**src/pkg/fifo_ports_pkg.sv**
```systemverilog
package fifo_ports_pkg;

	// ****************************************
	// Storage geometry
	// ****************************************
	localparam int              DATA_W   = 36;
	localparam int              ADDR_W   = 6;
	localparam int              PTR_W    = ADDR_W + 1;
	localparam logic [ADDR_W:0] DEPTH    = 7'h40;
	localparam logic [ADDR_W:0] PTR_ZERO = 7'h00;
	localparam logic [ADDR_W:0] PTR_ONE  = 7'h01;

	// ****************************************
	// Sequencing counts
	// ****************************************
	localparam logic [1:0] RT_SETUP_LAST = 2'h1;
	localparam int         FALL_STAGES   = 2;

	// ****************************************
	// Register bus map
	// ****************************************
	localparam int         AXI_AW        = 8;
	localparam logic [7:0] CTRL_OFF      = 8'h00;
	localparam logic [7:0] STATUS_OFF    = 8'h04;
	localparam int         CTRL_RPL_DIS  = 0;
	localparam int         CTRL_WR_HOLD  = 1;
	localparam int         ST_MODE_STD   = 0;
	localparam int         ST_MARK       = 1;
	localparam int         ST_SETUP      = 2;
	localparam int         ST_FILL_LSB   = 8;
	localparam logic [1:0] RESP_OKAY     = 2'h0;
	localparam logic [1:0] RESP_DECERR   = 2'h3;

	typedef enum logic [1:0] {
		REG_CTRL,
		REG_STATUS,
		REG_NONE
	} reg_sel_t;

	// ****************************************
	// Carriers
	// ****************************************
	typedef struct packed {
		logic              wen_n;
		logic              write_port_select_n;
		logic [DATA_W-1:0] d;
	} write_port_t;

	typedef struct packed {
		logic ren_n;
		logic read_port_select_n;
		logic mark;
		logic replay_request_n;
	} read_port_t;

	typedef struct packed {
		logic              awvalid;
		logic [AXI_AW-1:0] awaddr;
		logic              wvalid;
		logic [31:0]       wdata;
		logic [3:0]        wstrb;
		logic              bready;
		logic              arvalid;
		logic [AXI_AW-1:0] araddr;
		logic              rready;
	} axil_req_t;

	typedef struct packed {
		logic        awready;
		logic        wready;
		logic        bvalid;
		logic [1:0]  bresp;
		logic        arready;
		logic        rvalid;
		logic [31:0] rdata;
		logic [1:0]  rresp;
	} axil_rsp_t;

endpackage

```
**src/logic/fifo_ports.sv**
```systemverilog
// How it works
// - Mode pin caught during master reset
// - Standard mode uses empty and full flags
// - Fall-through mode uses output/input ready flags
// - Standard read loads output unless empty
// - Read select gates port, tri-states output
// - Standard write stores word unless full
// - Write select low needed to store
// - Fall-through read loads while output ready
// - First word falls through third edge
// - Fall-through write stores while space available
// - Mark records current read location
// - Replay request starts setup, empty low
// - Replay reads restart at marked location
// - Write pointer never passes the mark
// - Master reset clears pointers and output register
//
// The placing of the registers and the AXI4-Lite slave port were left to the implementer.
`timescale 1ns/1ps
`default_nettype none

module fifo_ports
	import fifo_ports_pkg::*;
(
	// Clock and reset
	input  wire logic              aclk,
	input  wire logic              aresetn,
	// Device control
	input  wire logic              master_reset_n,
	input  wire logic              mode_select_std,
	// Write port
	input  wire write_port_t       wr,
	// Read port
	input  wire read_port_t        rd,
	output logic      [DATA_W-1:0] q,
	output logic                   q_oe,
	// Flags
	output logic                   empty_flag_n,
	output logic                   output_ready_n,
	output logic                   full_flag_n,
	output logic                   input_space_avail_n,
	// Register bus
	input  wire axil_req_t         axi_req,
	output axil_rsp_t              axi_rsp
);

	// ****************************************
	// State
	// ****************************************
	typedef struct packed {
		logic                   mode_std;
		logic [ADDR_W:0]        wr_ptr;
		logic [ADDR_W:0]        rd_ptr;
		logic [ADDR_W:0]        mark_ptr;
		logic                   mark_valid;
		logic                   setup;
		logic [1:0]             setup_cnt;
		logic [FALL_STAGES-1:0] avail_pipe;
		logic [DATA_W-1:0]      q;
		logic                   q_oe;
		logic                   empty_flag_n;
		logic                   output_ready_n;
		logic                   full_flag_n;
		logic                   input_space_avail_n;
		logic                   replay_dis;
		logic                   write_hold;
		logic                   awready;
		logic                   wready;
		logic                   bvalid;
		logic [1:0]             bresp;
		logic                   arready;
		logic                   rvalid;
		logic [31:0]            rdata;
		logic [1:0]             rresp;
	} state_t;

	localparam state_t STATE_RST = '{
		mode_std:            1'b1,
		wr_ptr:              PTR_ZERO,
		rd_ptr:              PTR_ZERO,
		mark_ptr:            PTR_ZERO,
		mark_valid:          1'b0,
		setup:               1'b0,
		setup_cnt:           2'h0,
		avail_pipe:          '0,
		q:                   '0,
		q_oe:                1'b0,
		empty_flag_n:        1'b0,
		output_ready_n:      1'b1,
		full_flag_n:         1'b1,
		input_space_avail_n: 1'b1,
		replay_dis:          1'b0,
		write_hold:          1'b0,
		awready:             1'b0,
		wready:              1'b0,
		bvalid:              1'b0,
		bresp:               RESP_OKAY,
		arready:             1'b0,
		rvalid:              1'b0,
		rdata:               32'h0000_0000,
		rresp:               RESP_OKAY
	};

	state_t            s_reg;
	state_t            s_next;
	logic              wr_go;
	logic              std_read;
	logic              fwft_take;
	logic              fall_ready;
	logic              fwft_fill;
	logic              rd_go;
	logic              replay_go;
	logic [ADDR_W:0]   fill_cnt;
	logic [ADDR_W:0]   fill_next;
	logic [ADDR_W:0]   hold_next;
	logic              no_space;
	logic [DATA_W-1:0] ram_rdata;
	reg_sel_t          wsel;
	reg_sel_t          rsel;

	// ****************************************
	// Register decode
	// ****************************************
	function automatic reg_sel_t reg_decode(input logic [AXI_AW-1:0] addr);
		if (addr == CTRL_OFF) begin
			return REG_CTRL;
		end
		if (addr == STATUS_OFF) begin
			return REG_STATUS;
		end
		return REG_NONE;
	endfunction

	// ****************************************
	// Storage
	// ****************************************
	fifo_store u_store (
		.aclk  (aclk),
		.we    (wr_go),
		.waddr (s_reg.wr_ptr[ADDR_W-1:0]),
		.wdata (wr.d),
		.raddr (s_reg.rd_ptr[ADDR_W-1:0]),
		.rdata (ram_rdata)
	);

	// ****************************************
	// Port qualification
	// ****************************************
	always_comb begin
		fill_cnt = s_reg.wr_ptr - s_reg.rd_ptr;
		// Writes wait on the flag of the active mode
		wr_go = !wr.wen_n && !wr.write_port_select_n && master_reset_n
			&& (s_reg.mode_std ? s_reg.full_flag_n
			: !s_reg.input_space_avail_n);
		replay_go = !rd.replay_request_n && s_reg.mark_valid && !s_reg.setup
			&& !s_reg.replay_dis && master_reset_n;
		std_read = s_reg.mode_std && !rd.ren_n && !rd.read_port_select_n
			&& s_reg.empty_flag_n && !s_reg.setup && !replay_go;
		fall_ready = s_reg.avail_pipe[FALL_STAGES-1] && (fill_cnt != PTR_ZERO);
		fwft_take = !s_reg.mode_std && !rd.ren_n && !rd.read_port_select_n
			&& !s_reg.output_ready_n && !s_reg.setup && !replay_go;
		// Empty output register refills by itself once the word has settled
		fwft_fill = !s_reg.mode_std && !s_reg.setup && !replay_go && fall_ready
			&& (s_reg.output_ready_n || fwft_take);
		rd_go = (std_read || fwft_fill) && master_reset_n;
	end

	// ****************************************
	// Next state
	// ****************************************
	always_comb begin
		s_next = s_reg;
		fill_next = PTR_ZERO;
		hold_next = PTR_ZERO;
		no_space = 1'b0;
		wsel = reg_decode(axi_req.awaddr);
		rsel = reg_decode(axi_req.araddr);

		// Write side
		if (wr_go) begin
			s_next.wr_ptr = s_reg.wr_ptr + PTR_ONE;
		end

		// Read side
		if (rd_go) begin
			s_next.q = ram_rdata;
			s_next.rd_ptr = s_reg.rd_ptr + PTR_ONE;
			s_next.output_ready_n = s_reg.mode_std;
		end else if (fwft_take) begin
			s_next.output_ready_n = 1'b1;
		end
		s_next.avail_pipe = {s_reg.avail_pipe[FALL_STAGES-2:0], fill_cnt != PTR_ZERO};
		s_next.q_oe = !rd.read_port_select_n;

		// Mark holds while the mark input stays high
		if (!rd.mark) begin
			s_next.mark_valid = 1'b0;
		end else if (!s_reg.mark_valid) begin
			s_next.mark_valid = 1'b1;
			s_next.mark_ptr = s_reg.rd_ptr;
		end

		// Replay setup
		if (replay_go) begin
			s_next.setup = 1'b1;
			s_next.setup_cnt = RT_SETUP_LAST;
			s_next.rd_ptr = s_reg.mark_ptr;
			s_next.output_ready_n = 1'b1;
			s_next.avail_pipe = '0;
		end else if (s_reg.setup) begin
			if (s_reg.setup_cnt == 2'h0) begin
				s_next.setup = 1'b0;
			end else begin
				s_next.setup_cnt = s_reg.setup_cnt - 2'h1;
			end
		end

		// Flags follow the updated pointers
		fill_next = s_next.wr_ptr - s_next.rd_ptr;
		hold_next = s_next.wr_ptr - (s_next.mark_valid ? s_next.mark_ptr : s_next.rd_ptr);
		no_space = (hold_next == DEPTH) || s_next.write_hold;
		if (s_reg.mode_std) begin
			s_next.empty_flag_n = (fill_next != PTR_ZERO) && !s_next.setup;
			s_next.full_flag_n = !no_space;
			s_next.output_ready_n = 1'b1;
			s_next.input_space_avail_n = 1'b1;
		end else begin
			s_next.empty_flag_n = !s_next.setup;
			s_next.full_flag_n = 1'b1;
			s_next.input_space_avail_n = no_space;
		end

		// Master reset clears the FIFO and catches the mode pin
		if (!master_reset_n) begin
			s_next.mode_std = mode_select_std;
			s_next.wr_ptr = PTR_ZERO;
			s_next.rd_ptr = PTR_ZERO;
			s_next.mark_ptr = PTR_ZERO;
			s_next.mark_valid = 1'b0;
			s_next.setup = 1'b0;
			s_next.setup_cnt = 2'h0;
			s_next.avail_pipe = '0;
			s_next.q = '0;
			s_next.empty_flag_n = !mode_select_std;
			s_next.output_ready_n = 1'b1;
			s_next.full_flag_n = 1'b1;
			s_next.input_space_avail_n = mode_select_std;
		end

		// Register bus write channel
		s_next.awready = 1'b0;
		s_next.wready = 1'b0;
		if (s_reg.awready) begin
			s_next.bvalid = 1'b1;
			s_next.bresp = (wsel == REG_NONE) ? RESP_DECERR : RESP_OKAY;
			if (wsel == REG_CTRL && axi_req.wstrb[0]) begin
				s_next.replay_dis = axi_req.wdata[CTRL_RPL_DIS];
				s_next.write_hold = axi_req.wdata[CTRL_WR_HOLD];
			end
		end else if (s_reg.bvalid) begin
			if (axi_req.bready) begin
				s_next.bvalid = 1'b0;
			end
		end else if (axi_req.awvalid && axi_req.wvalid) begin
			s_next.awready = 1'b1;
			s_next.wready = 1'b1;
		end

		// Register bus read channel
		s_next.arready = 1'b0;
		if (s_reg.arready) begin
			s_next.rvalid = 1'b1;
			s_next.rdata = 32'h0000_0000;
			s_next.rresp = RESP_OKAY;
			unique case (rsel)
				REG_CTRL: begin
					s_next.rdata[CTRL_RPL_DIS] = s_reg.replay_dis;
					s_next.rdata[CTRL_WR_HOLD] = s_reg.write_hold;
				end
				REG_STATUS: begin
					s_next.rdata[ST_MODE_STD] = s_reg.mode_std;
					s_next.rdata[ST_MARK] = s_reg.mark_valid;
					s_next.rdata[ST_SETUP] = s_reg.setup;
					s_next.rdata[ST_FILL_LSB +: PTR_W] = fill_cnt;
				end
				REG_NONE: begin
					s_next.rresp = RESP_DECERR;
				end
			endcase
		end else if (s_reg.rvalid) begin
			if (axi_req.rready) begin
				s_next.rvalid = 1'b0;
			end
		end else if (axi_req.arvalid) begin
			s_next.arready = 1'b1;
		end
	end

	// ****************************************
	// State register
	// ****************************************
	always_ff @(posedge aclk) begin
		if (!aresetn) begin
			s_reg <= STATE_RST;
		end else begin
			s_reg <= s_next;
		end
	end

	// ****************************************
	// Outputs
	// ****************************************
	assign q                   = s_reg.q;
	assign q_oe                = s_reg.q_oe;
	assign empty_flag_n        = s_reg.empty_flag_n;
	assign output_ready_n      = s_reg.output_ready_n;
	assign full_flag_n         = s_reg.full_flag_n;
	assign input_space_avail_n = s_reg.input_space_avail_n;
	assign axi_rsp.awready     = s_reg.awready;
	assign axi_rsp.wready      = s_reg.wready;
	assign axi_rsp.bvalid      = s_reg.bvalid;
	assign axi_rsp.bresp       = s_reg.bresp;
	assign axi_rsp.arready     = s_reg.arready;
	assign axi_rsp.rvalid      = s_reg.rvalid;
	assign axi_rsp.rdata       = s_reg.rdata;
	assign axi_rsp.rresp       = s_reg.rresp;

endmodule

`default_nettype wire

```
**src/logic/fifo_store.sv**
```systemverilog
`timescale 1ns/1ps
`default_nettype none

module fifo_store
	import fifo_ports_pkg::*;
(
	// Clock
	input  wire logic              aclk,
	// Write side
	input  wire logic              we,
	input  wire logic [ADDR_W-1:0] waddr,
	input  wire logic [DATA_W-1:0] wdata,
	// Read side
	input  wire logic [ADDR_W-1:0] raddr,
	output logic      [DATA_W-1:0] rdata
);

	logic [DATA_W-1:0] mem [0:(1<<ADDR_W)-1];

	always_ff @(posedge aclk) begin
		if (we) begin
			mem[waddr] <= wdata;
		end
	end

	assign rdata = mem[raddr];

endmodule

`default_nettype wire

```
**config.mk**
```make
export PLATFORM = sky130hd
export DESIGN_NAME = fifo_ports
export DESIGN_NICKNAME = d
export VERILOG_FILES = /design/src/pkg/fifo_ports_pkg.sv /design/src/logic/fifo_ports.sv /design/src/logic/fifo_store.sv
export SDC_FILE = /design/constraint.sdc
export NUM_CORES = 2
export LEC_CHECK = 0
export BUFFER_PORTS_ARGS = -buffer_cell sky130_fd_sc_hd__buf_2
export CAP_MARGIN = 20
export CORE_UTILIZATION = 25
export CTS_CLUSTER_DIAMETER = 50
export CTS_CLUSTER_SIZE = 10
export DETAILED_ROUTE_END_ITERATION = 8
export PLACE_DENSITY = 0.4
export SLEW_MARGIN = 20
export SYNTH_ARGS = -nofsm -noshare
export SYNTH_HDL_FRONTEND = slang
export SYNTH_SLANG_ARGS = --single-unit
```
**constraint.sdc**
```tcl
create_clock -name aclk -period 5.8 [get_ports aclk]
set_clock_uncertainty 0.1 [all_clocks]
set_input_delay 0.87 -clock aclk [delete_from_list [all_inputs] [get_ports aclk]]
set_output_delay 0.87 -clock aclk [all_outputs]
set_load 0.02 [all_outputs]
```
[Yosys cells after proc, flatten, opt, wreduce, memory -nomap -nowiden]
Memories as Yosys holds them, arrays and structs flattened. A register that Yosys moved wholly into a read port is not among the register bits.
Index checks and enable logic that the tools add are counted.
Storage, ports and cells
  register bits after elaboration: 54
  bits in writable memories: 2304
  output and inout bits: 82
  memories kept: 1
Memory list
  u_store.mem: depth 64, bits a word 36, rd ports 1, clocked after Yosys merged registers in 1, wr ports 1, line fifo_store.sv:18  | logic [DATA_W-1:0] mem [0:(1<<ADDR_W)-1];
Cells by class
  add/subtract/negate cells: 6
  equality and inequality tests: 7
  mux-type cells: 48
  bitwise gates (word level): 3
  reduce and logical (&&, ||, !) cells: 62
Operator list (count)
  $mux 7: 6
  $logic_and 1x1->1: 26
  $mux 2: 13
  $mux 1: 24
  $sub 7x7->7: 3
  $eq 8x3->1 const B: 2
  $logic_not 8->1: 2
  $logic_not 1->1: 15
  $add 7x1->7 const B: 2
  $reduce_bool 7->1: 2
  $reduce_or 3->1: 3
  $mux 8: 1
  $reduce_and 2->1: 4
  $eq 7x7->1 const B: 1
  $logic_not 2->1: 3
  $mux 3: 2
  $eq 2x2->1 const B: 2
  $mux 4: 1
  $pmux 2 s2: 1
  $reduce_bool 2->1: 2
  $reduce_or 4->1: 1
  $logic_or 1x1->1: 3
  $not 1->1: 3
  $reduce_and 3->1: 1
  other kinds (3): 3

[Logic depth before layout (Yosys ltp)]
  depth after elaboration: 20
  gate-level depth with buffers: 26
  gate-level depth less buffers: 22

[Modules after synthesis]
From an unflattened synthesis, not the netlist that was laid out.
Unflattened totals
  cells, all modules: 4315
  area total of the unflattened synthesis: 92297.3 sq um
Modules (own cells, without submodules)
  fifo_store: times used 1, cells an instance 3744, area an instance 87252.4 sq um
  fifo_ports: times used 1, cells an instance 571, area an instance 5044.8 sq um

[Worst setup path before layout]
No wires, ideal clock.
  path kind: register -> register
  start point: register s_reg[102] in the netlist's numbering
  end point: register s_reg, in the netlist input_space_avail_n
  setup time: 0.115 ns
  arrival time: 5.037 ns
  slack: 0.548 ns
  cell stages (with the launch flop): 25
  path buffers: 4
  clock period less this slack: 5.252 ns
  cell sequence: dfxtp_1 clkbuf_1 inv_1 buf_2 buf_1 clkbuf_1 ha_1 nor3b_1 a311oi_1 o311ai_1 nor3_1 a21oi_1 o21ai_1 mux2_2 mux2i_1 mux2_2 ha_1 a21oi_1 o21bai_1 a21o_1 a21o_1 a21oi_1 xor2_1 xnor2_1 o21ba_2
On the way
  longest elaborated chain between the ends: 15
  elaborated cells between the ends (all ways): 18
Ends and longest elaborated chain
  start, declared: line fifo_ports.sv:104  | state_t s_reg;
  start signal, assigned: line fifo_ports.sv:306  | s_reg <= s_next;
  $sub 7x7->7: line fifo_ports.sv:150  | fill_cnt = s_reg.wr_ptr - s_reg.rd_ptr;
  $reduce_bool 7->1: line fifo_ports.sv:159  | fall_ready = s_reg.avail_pipe[FALL_STAGES-1] && (fill_cnt != PTR_ZERO);
  $logic_and 1x1->1: line fifo_ports.sv:159
  $logic_and 1x1->1: line fifo_ports.sv:163  | fwft_fill = !s_reg.mode_std && !s_reg.setup && !replay_go && fall_ready
  $logic_and 1x1->1: line fifo_ports.sv:164  | && (s_reg.output_ready_n || fwft_take);
  $logic_or 1x1->1: line fifo_ports.sv:165  | rd_go = (std_read || fwft_fill) && master_reset_n;
  $logic_and 1x1->1: line fifo_ports.sv:165
  $mux 7: line fifo_ports.sv:185  | if (rd_go) begin
  $mux 7: line fifo_ports.sv:204  | if (replay_go) begin
  $mux 7 *: line fifo_ports.sv:220  | hold_next = s_next.wr_ptr - (s_next.mark_valid ? s_next.mark_ptr : s_next.rd_ptr);
  $sub 7x7->7 *: line fifo_ports.sv:220
  $eq 7x7->1 *: line fifo_ports.sv:221  | no_space = (hold_next == DEPTH) || s_next.write_hold;
  $logic_or 1x1->1 *: line fifo_ports.sv:221
  $mux 2 *: line fifo_ports.sv:222  | if (s_reg.mode_std) begin
  $mux 4 *: line fifo_ports.sv:234  | if (!master_reset_n) begin
Every way passes the cells marked *; elsewhere a longest branch is shown, timed or not.
A chain may end at the register's enable or synchronous reset.

[Worst setup path after layout]
  start point: register s_reg[104] in the netlist's numbering
  end point: register s_reg, in the netlist input_space_avail_n
On the way
  longest elaborated chain between the ends: 15
  elaborated cells between the ends (all ways): 17
Ends and longest elaborated chain (line)
  $sub 7x7->7: fifo_ports.sv:150
  $reduce_bool 7->1: fifo_ports.sv:159
  $logic_and 1x1->1: fifo_ports.sv:159
  $logic_and 1x1->1: fifo_ports.sv:163
  $logic_and 1x1->1: fifo_ports.sv:164
  $logic_or 1x1->1: fifo_ports.sv:165
  $logic_and 1x1->1: fifo_ports.sv:165
  $mux 7: fifo_ports.sv:185
  $mux 7: fifo_ports.sv:204
  $mux 7: fifo_ports.sv:220
  $sub 7x7->7 *: fifo_ports.sv:220
  $eq 7x7->1 *: fifo_ports.sv:221
  $logic_or 1x1->1 *: fifo_ports.sv:221
  $mux 2 *: fifo_ports.sv:222
  $mux 4 *: fifo_ports.sv:234
Marks and branches as above.

==> results.tsv <==
stage	metric	value	unit
run_status	outcome	completed	
logic_synthesis	synth_top_family_by_area	multiplexers	
logic_synthesis	synth_compound_area_share	0.9070	%
placement	dp_slack	690.0	ps
logic_synthesis	avgSynthCellArea	23.04	sq um
clock_network	cts-root-buf	clkbuf_16	
critical_path	reg2reg_setup_slack	810	ps
clock_network	cts_tree	built	
logic_synthesis	async_flop_share	0	%
logic_synthesis	yosysMostFrequentCell	edfxtp_1	
critical_path	critPathRequiredTime	6490	ps
critical_path	cp.arrival	5680	ps
clock_network	cts_buffers	341	
detailed_routing	ant_nets	0	
min_path	hold_path_class	input pin to flip-flop	
timing	worstMarginPinSlew	1100	ps
layout	fillers	35330	
logic_synthesis	synth_cell_type_count	64	
placement	hpwl	155.9	mm
detailed_routing	post-route-drc-count	0	
timing	relSlewSlack	26.68	%
critical_path	crit_path_top_delay_cell	dfxtp_1	
critical_path	r2r-end	input_space_avail_n$_SDFF_PN1_	
timing	fin_tns_setup	0	ps
timing	hold_ws	75.32	ps
critical_path	path_class	flip-flop to flip-flop	
layout	area_delta_synth_final	20.03	%
placement	post-place-cells	8962	
die	core_area	366900	sq um
die	die_h	610.0	um
logic_synthesis	synth_seq_area_share	76.74	%
placement	io_buffers	129	
die	rows	222	
critical_path	slowest_delay	400	ps
logic_synthesis	muxShareOfSynthArea	18.27	%
die	start_util	25.19	%
critical_path	worst-path-buf-inv	1	
die	dieWidth	610.0	um
global_route	grt_pass1_vias	46030	
critical_path	cp_top_family	compound AO/OA/AOI/OAI gates	
timing	rsz0062_at_grt	false	
critical_path	r2r_start	s_reg[104]$_SDFF_PN0_	
timing	hold_viol_final	0	
global_route	grt-ovfl-total	0	
clock_network	cts.reportedPaths.clkPinSlew	50	ps
critical_path	critPathCaptureType	flip-flop	
logic_synthesis	synth_ff_type	edfxtp_1	
clock_network	clkLatencyLatePin	920	ps
timing	slew_violations	0	
detailed_routing	routed_wirelength	278.1	mm
timing	layout_setup_ws	809.0	ps
timing	setup_viol	0	
die	dieArea	372100	sq um
critical_path	reg2reg_depth	21	
global_route	grt_pass1_wl	383.2	mm
detailed_routing	dr.first_iter.drc_count	3885	
power_and_ir_drop	p_per_area	356.6	nW/um^2
clock_network	post_cts_resized	0	
global_route	globalRouteTotalUtil	14.78	%
logic_synthesis	synth.ff_latch_count	2391	
detailed_routing	firstDrtPassIters	5	
critical_path	startpoint	s_reg[104]$_SDFF_PN0_	
logic_synthesis	yosys.area_share.simple	1.859	%
power_and_ir_drop	p_leak	33.56	nW
critical_path	critPathMaxFanout	6	
global_route	antenna_found_initial	29	
critical_path	cp_cell_sequence	inv_1, ha_1, fa_1, nor2b_1, o221ai_1, a21o_1, nor3_1, a21oi_1, o21ai_4, mux2_2, mux2i_1, mux2_2, ha_1, a21oi_1, o21bai_1, a21o_1, a21o_1, a21oi_1, xor2_1, xnor2_1, o21ba_2	
critical_path	worst-path-stages	21	
logic_synthesis	synthCells	4012	
timing	fmax	0.2004	GHz
layout	largest_reg_flops	2304	
logic_synthesis	yosys.area.top_type	edfxtp_1	
placement	gp_congestion	0.7273	
power_and_ir_drop	peakVddDrop	0.0002150	V
logic_synthesis	syn_area	92430	sq um
die	io_pins	185	
logic_synthesis	yosysTopAreaCellShare	74.85	%
clock_network	clockBufferDepth	4	
layout	instances_no_fill	9539	
detailed_routing	vias_per_cell	4.546	
run	drv_cap	0	
logic_synthesis	yosysWarnings	0	
detailed_routing	wl_per_cell	29.16	um
timing	period_minus_slack	4991	ps
clock_network	postCtsSetupBuffers	0	
logic_synthesis	netlist_top_cells_count	edfxtp_1, mux4_2, nor2_1	
clock_network	hold_buffers	0	
timing	post-route-period-util	86.05	%
critical_path	start_kind	flip-flop	
detailed_routing	vias	43370	
logic_synthesis	synthAdderAreaFrac	0.3195	%
logic_synthesis	synth_edf_count	2304	
critical_path	crit_path_end	input_space_avail_n$_SDFF_PN1_	
clock_network	htree_levels	5	
clock_network	cts.sink_count	2391	
logic_synthesis	synthXorXnorAreaFrac	0.2003	%
layout	fin_nets	4503	
logic_synthesis	yosys-top-cells-area	edfxtp_1, mux4_2, dfxtp_1	
global_route	grt_max_degree	118	
layout	drive_gt1_share	34.91	%
power by group:
group	internal, mW	switching, mW	total, mW
Sequential	19.0	0.00984	19.0
Combinational	0.132	0.420	0.552
Clock	12.3	7.72	20.1
worst min path at each step:
stage / start / endpoint / slack [ps] / cells past startpoint
2_1_floorplan: s_reg[84]$_SDFF_PP0_ / s_reg[85]$_SDFF_PP0_ / 290 / 2
3_3_place_gp: s_reg[84]$_SDFF_PP0_ / s_reg[85]$_SDFF_PP0_ / 310 / 2
3_5_place_dp: s_reg[84]$_SDFF_PP0_ / s_reg[85]$_SDFF_PP0_ / 310 / 2
4_1_cts: rd[2] / q_oe$_SDFF_PN0_ / 7 / 2
5_1_grt: rd[2] / q_oe$_SDFF_PN0_ / 40 / 2
6_report: rd[2] / q_oe$_SDFF_PN0_ / 80 / 2
per-stage QoR:
stage	cell area, sq um	utilization (%)	power [mW]
6_report	110900	30.23	39.57
2_1_floorplan	92510	-	19.50
4_1_cts	110900	30.22	40.09
3_3_place_gp	99930	27.23	19.85
5_1_grt	110900	30.23	40.78
3_5_place_dp	99990	27.25	19.88
routing by layer:
metal	share of wire, %	GRT usage [%]
met5	0.028	0
met4	1.8	2.967
met3	4.4	2.211
met2	50	25.31
met1	44	19.90
cell families after synthesis:
family | after synthesis
muxes | 768
and+or+nand+nor | 380
other | 1
buffers and inverters | 305
AOI/OAI and AO/OA | 125
xor gates and xnor gates | 19
adders and majority gates | 23
DFF | 2391
layout make-up:
| class | instances | area (sq um) | share of cell area (%) |
|---|---|---|---|
| Sequential cell | 2391 | 70950 | 63.95 |
| Multi-Input combinational cell | 1337 | 20510 | 18.49 |
| Clock buffer | 408 | 9004 | 8.116 |
| Tap cell | 4928 | 6166 | 5.558 |
| Timing Repair Buffer | 290 | 2335 | 2.105 |
| Clock inverter | 161 | 1884 | 1.699 |
| Inverter | 16 | 75.07 | 0.06767 |
| Antenna cell | 8 | 20.02 | 0.01805 |
cell usage in the layout, fill, tap and decap left out, drive strengths merged, types with 3 or more instances in the layout:
cell type / n
nand2b: 8
clkinvlp: 27
nor2b: 23
mux2i: 27
a31oi: 3
mux4: 735
a22o: 4
clkbuf: 408
edfxtp: 2304
clkinv: 91
nand3b: 5
conb: 22
xnor2: 12
nand2: 119
a21o: 3
diode: 8
dfxtp: 87
or3: 4
nor3: 9
mux2: 6
a211oi: 4
and3: 24
nor4: 4
inv: 30
buf: 290
o21ai: 20
ha: 22
nand3: 16
a21oi: 44
o21a: 3
nor2: 147
a311oi: 22
and2: 4
bufinv: 29
or2: 4
o31ai: 6
xor2: 7
Note: power is estimated with default switching activity, not from simulation.
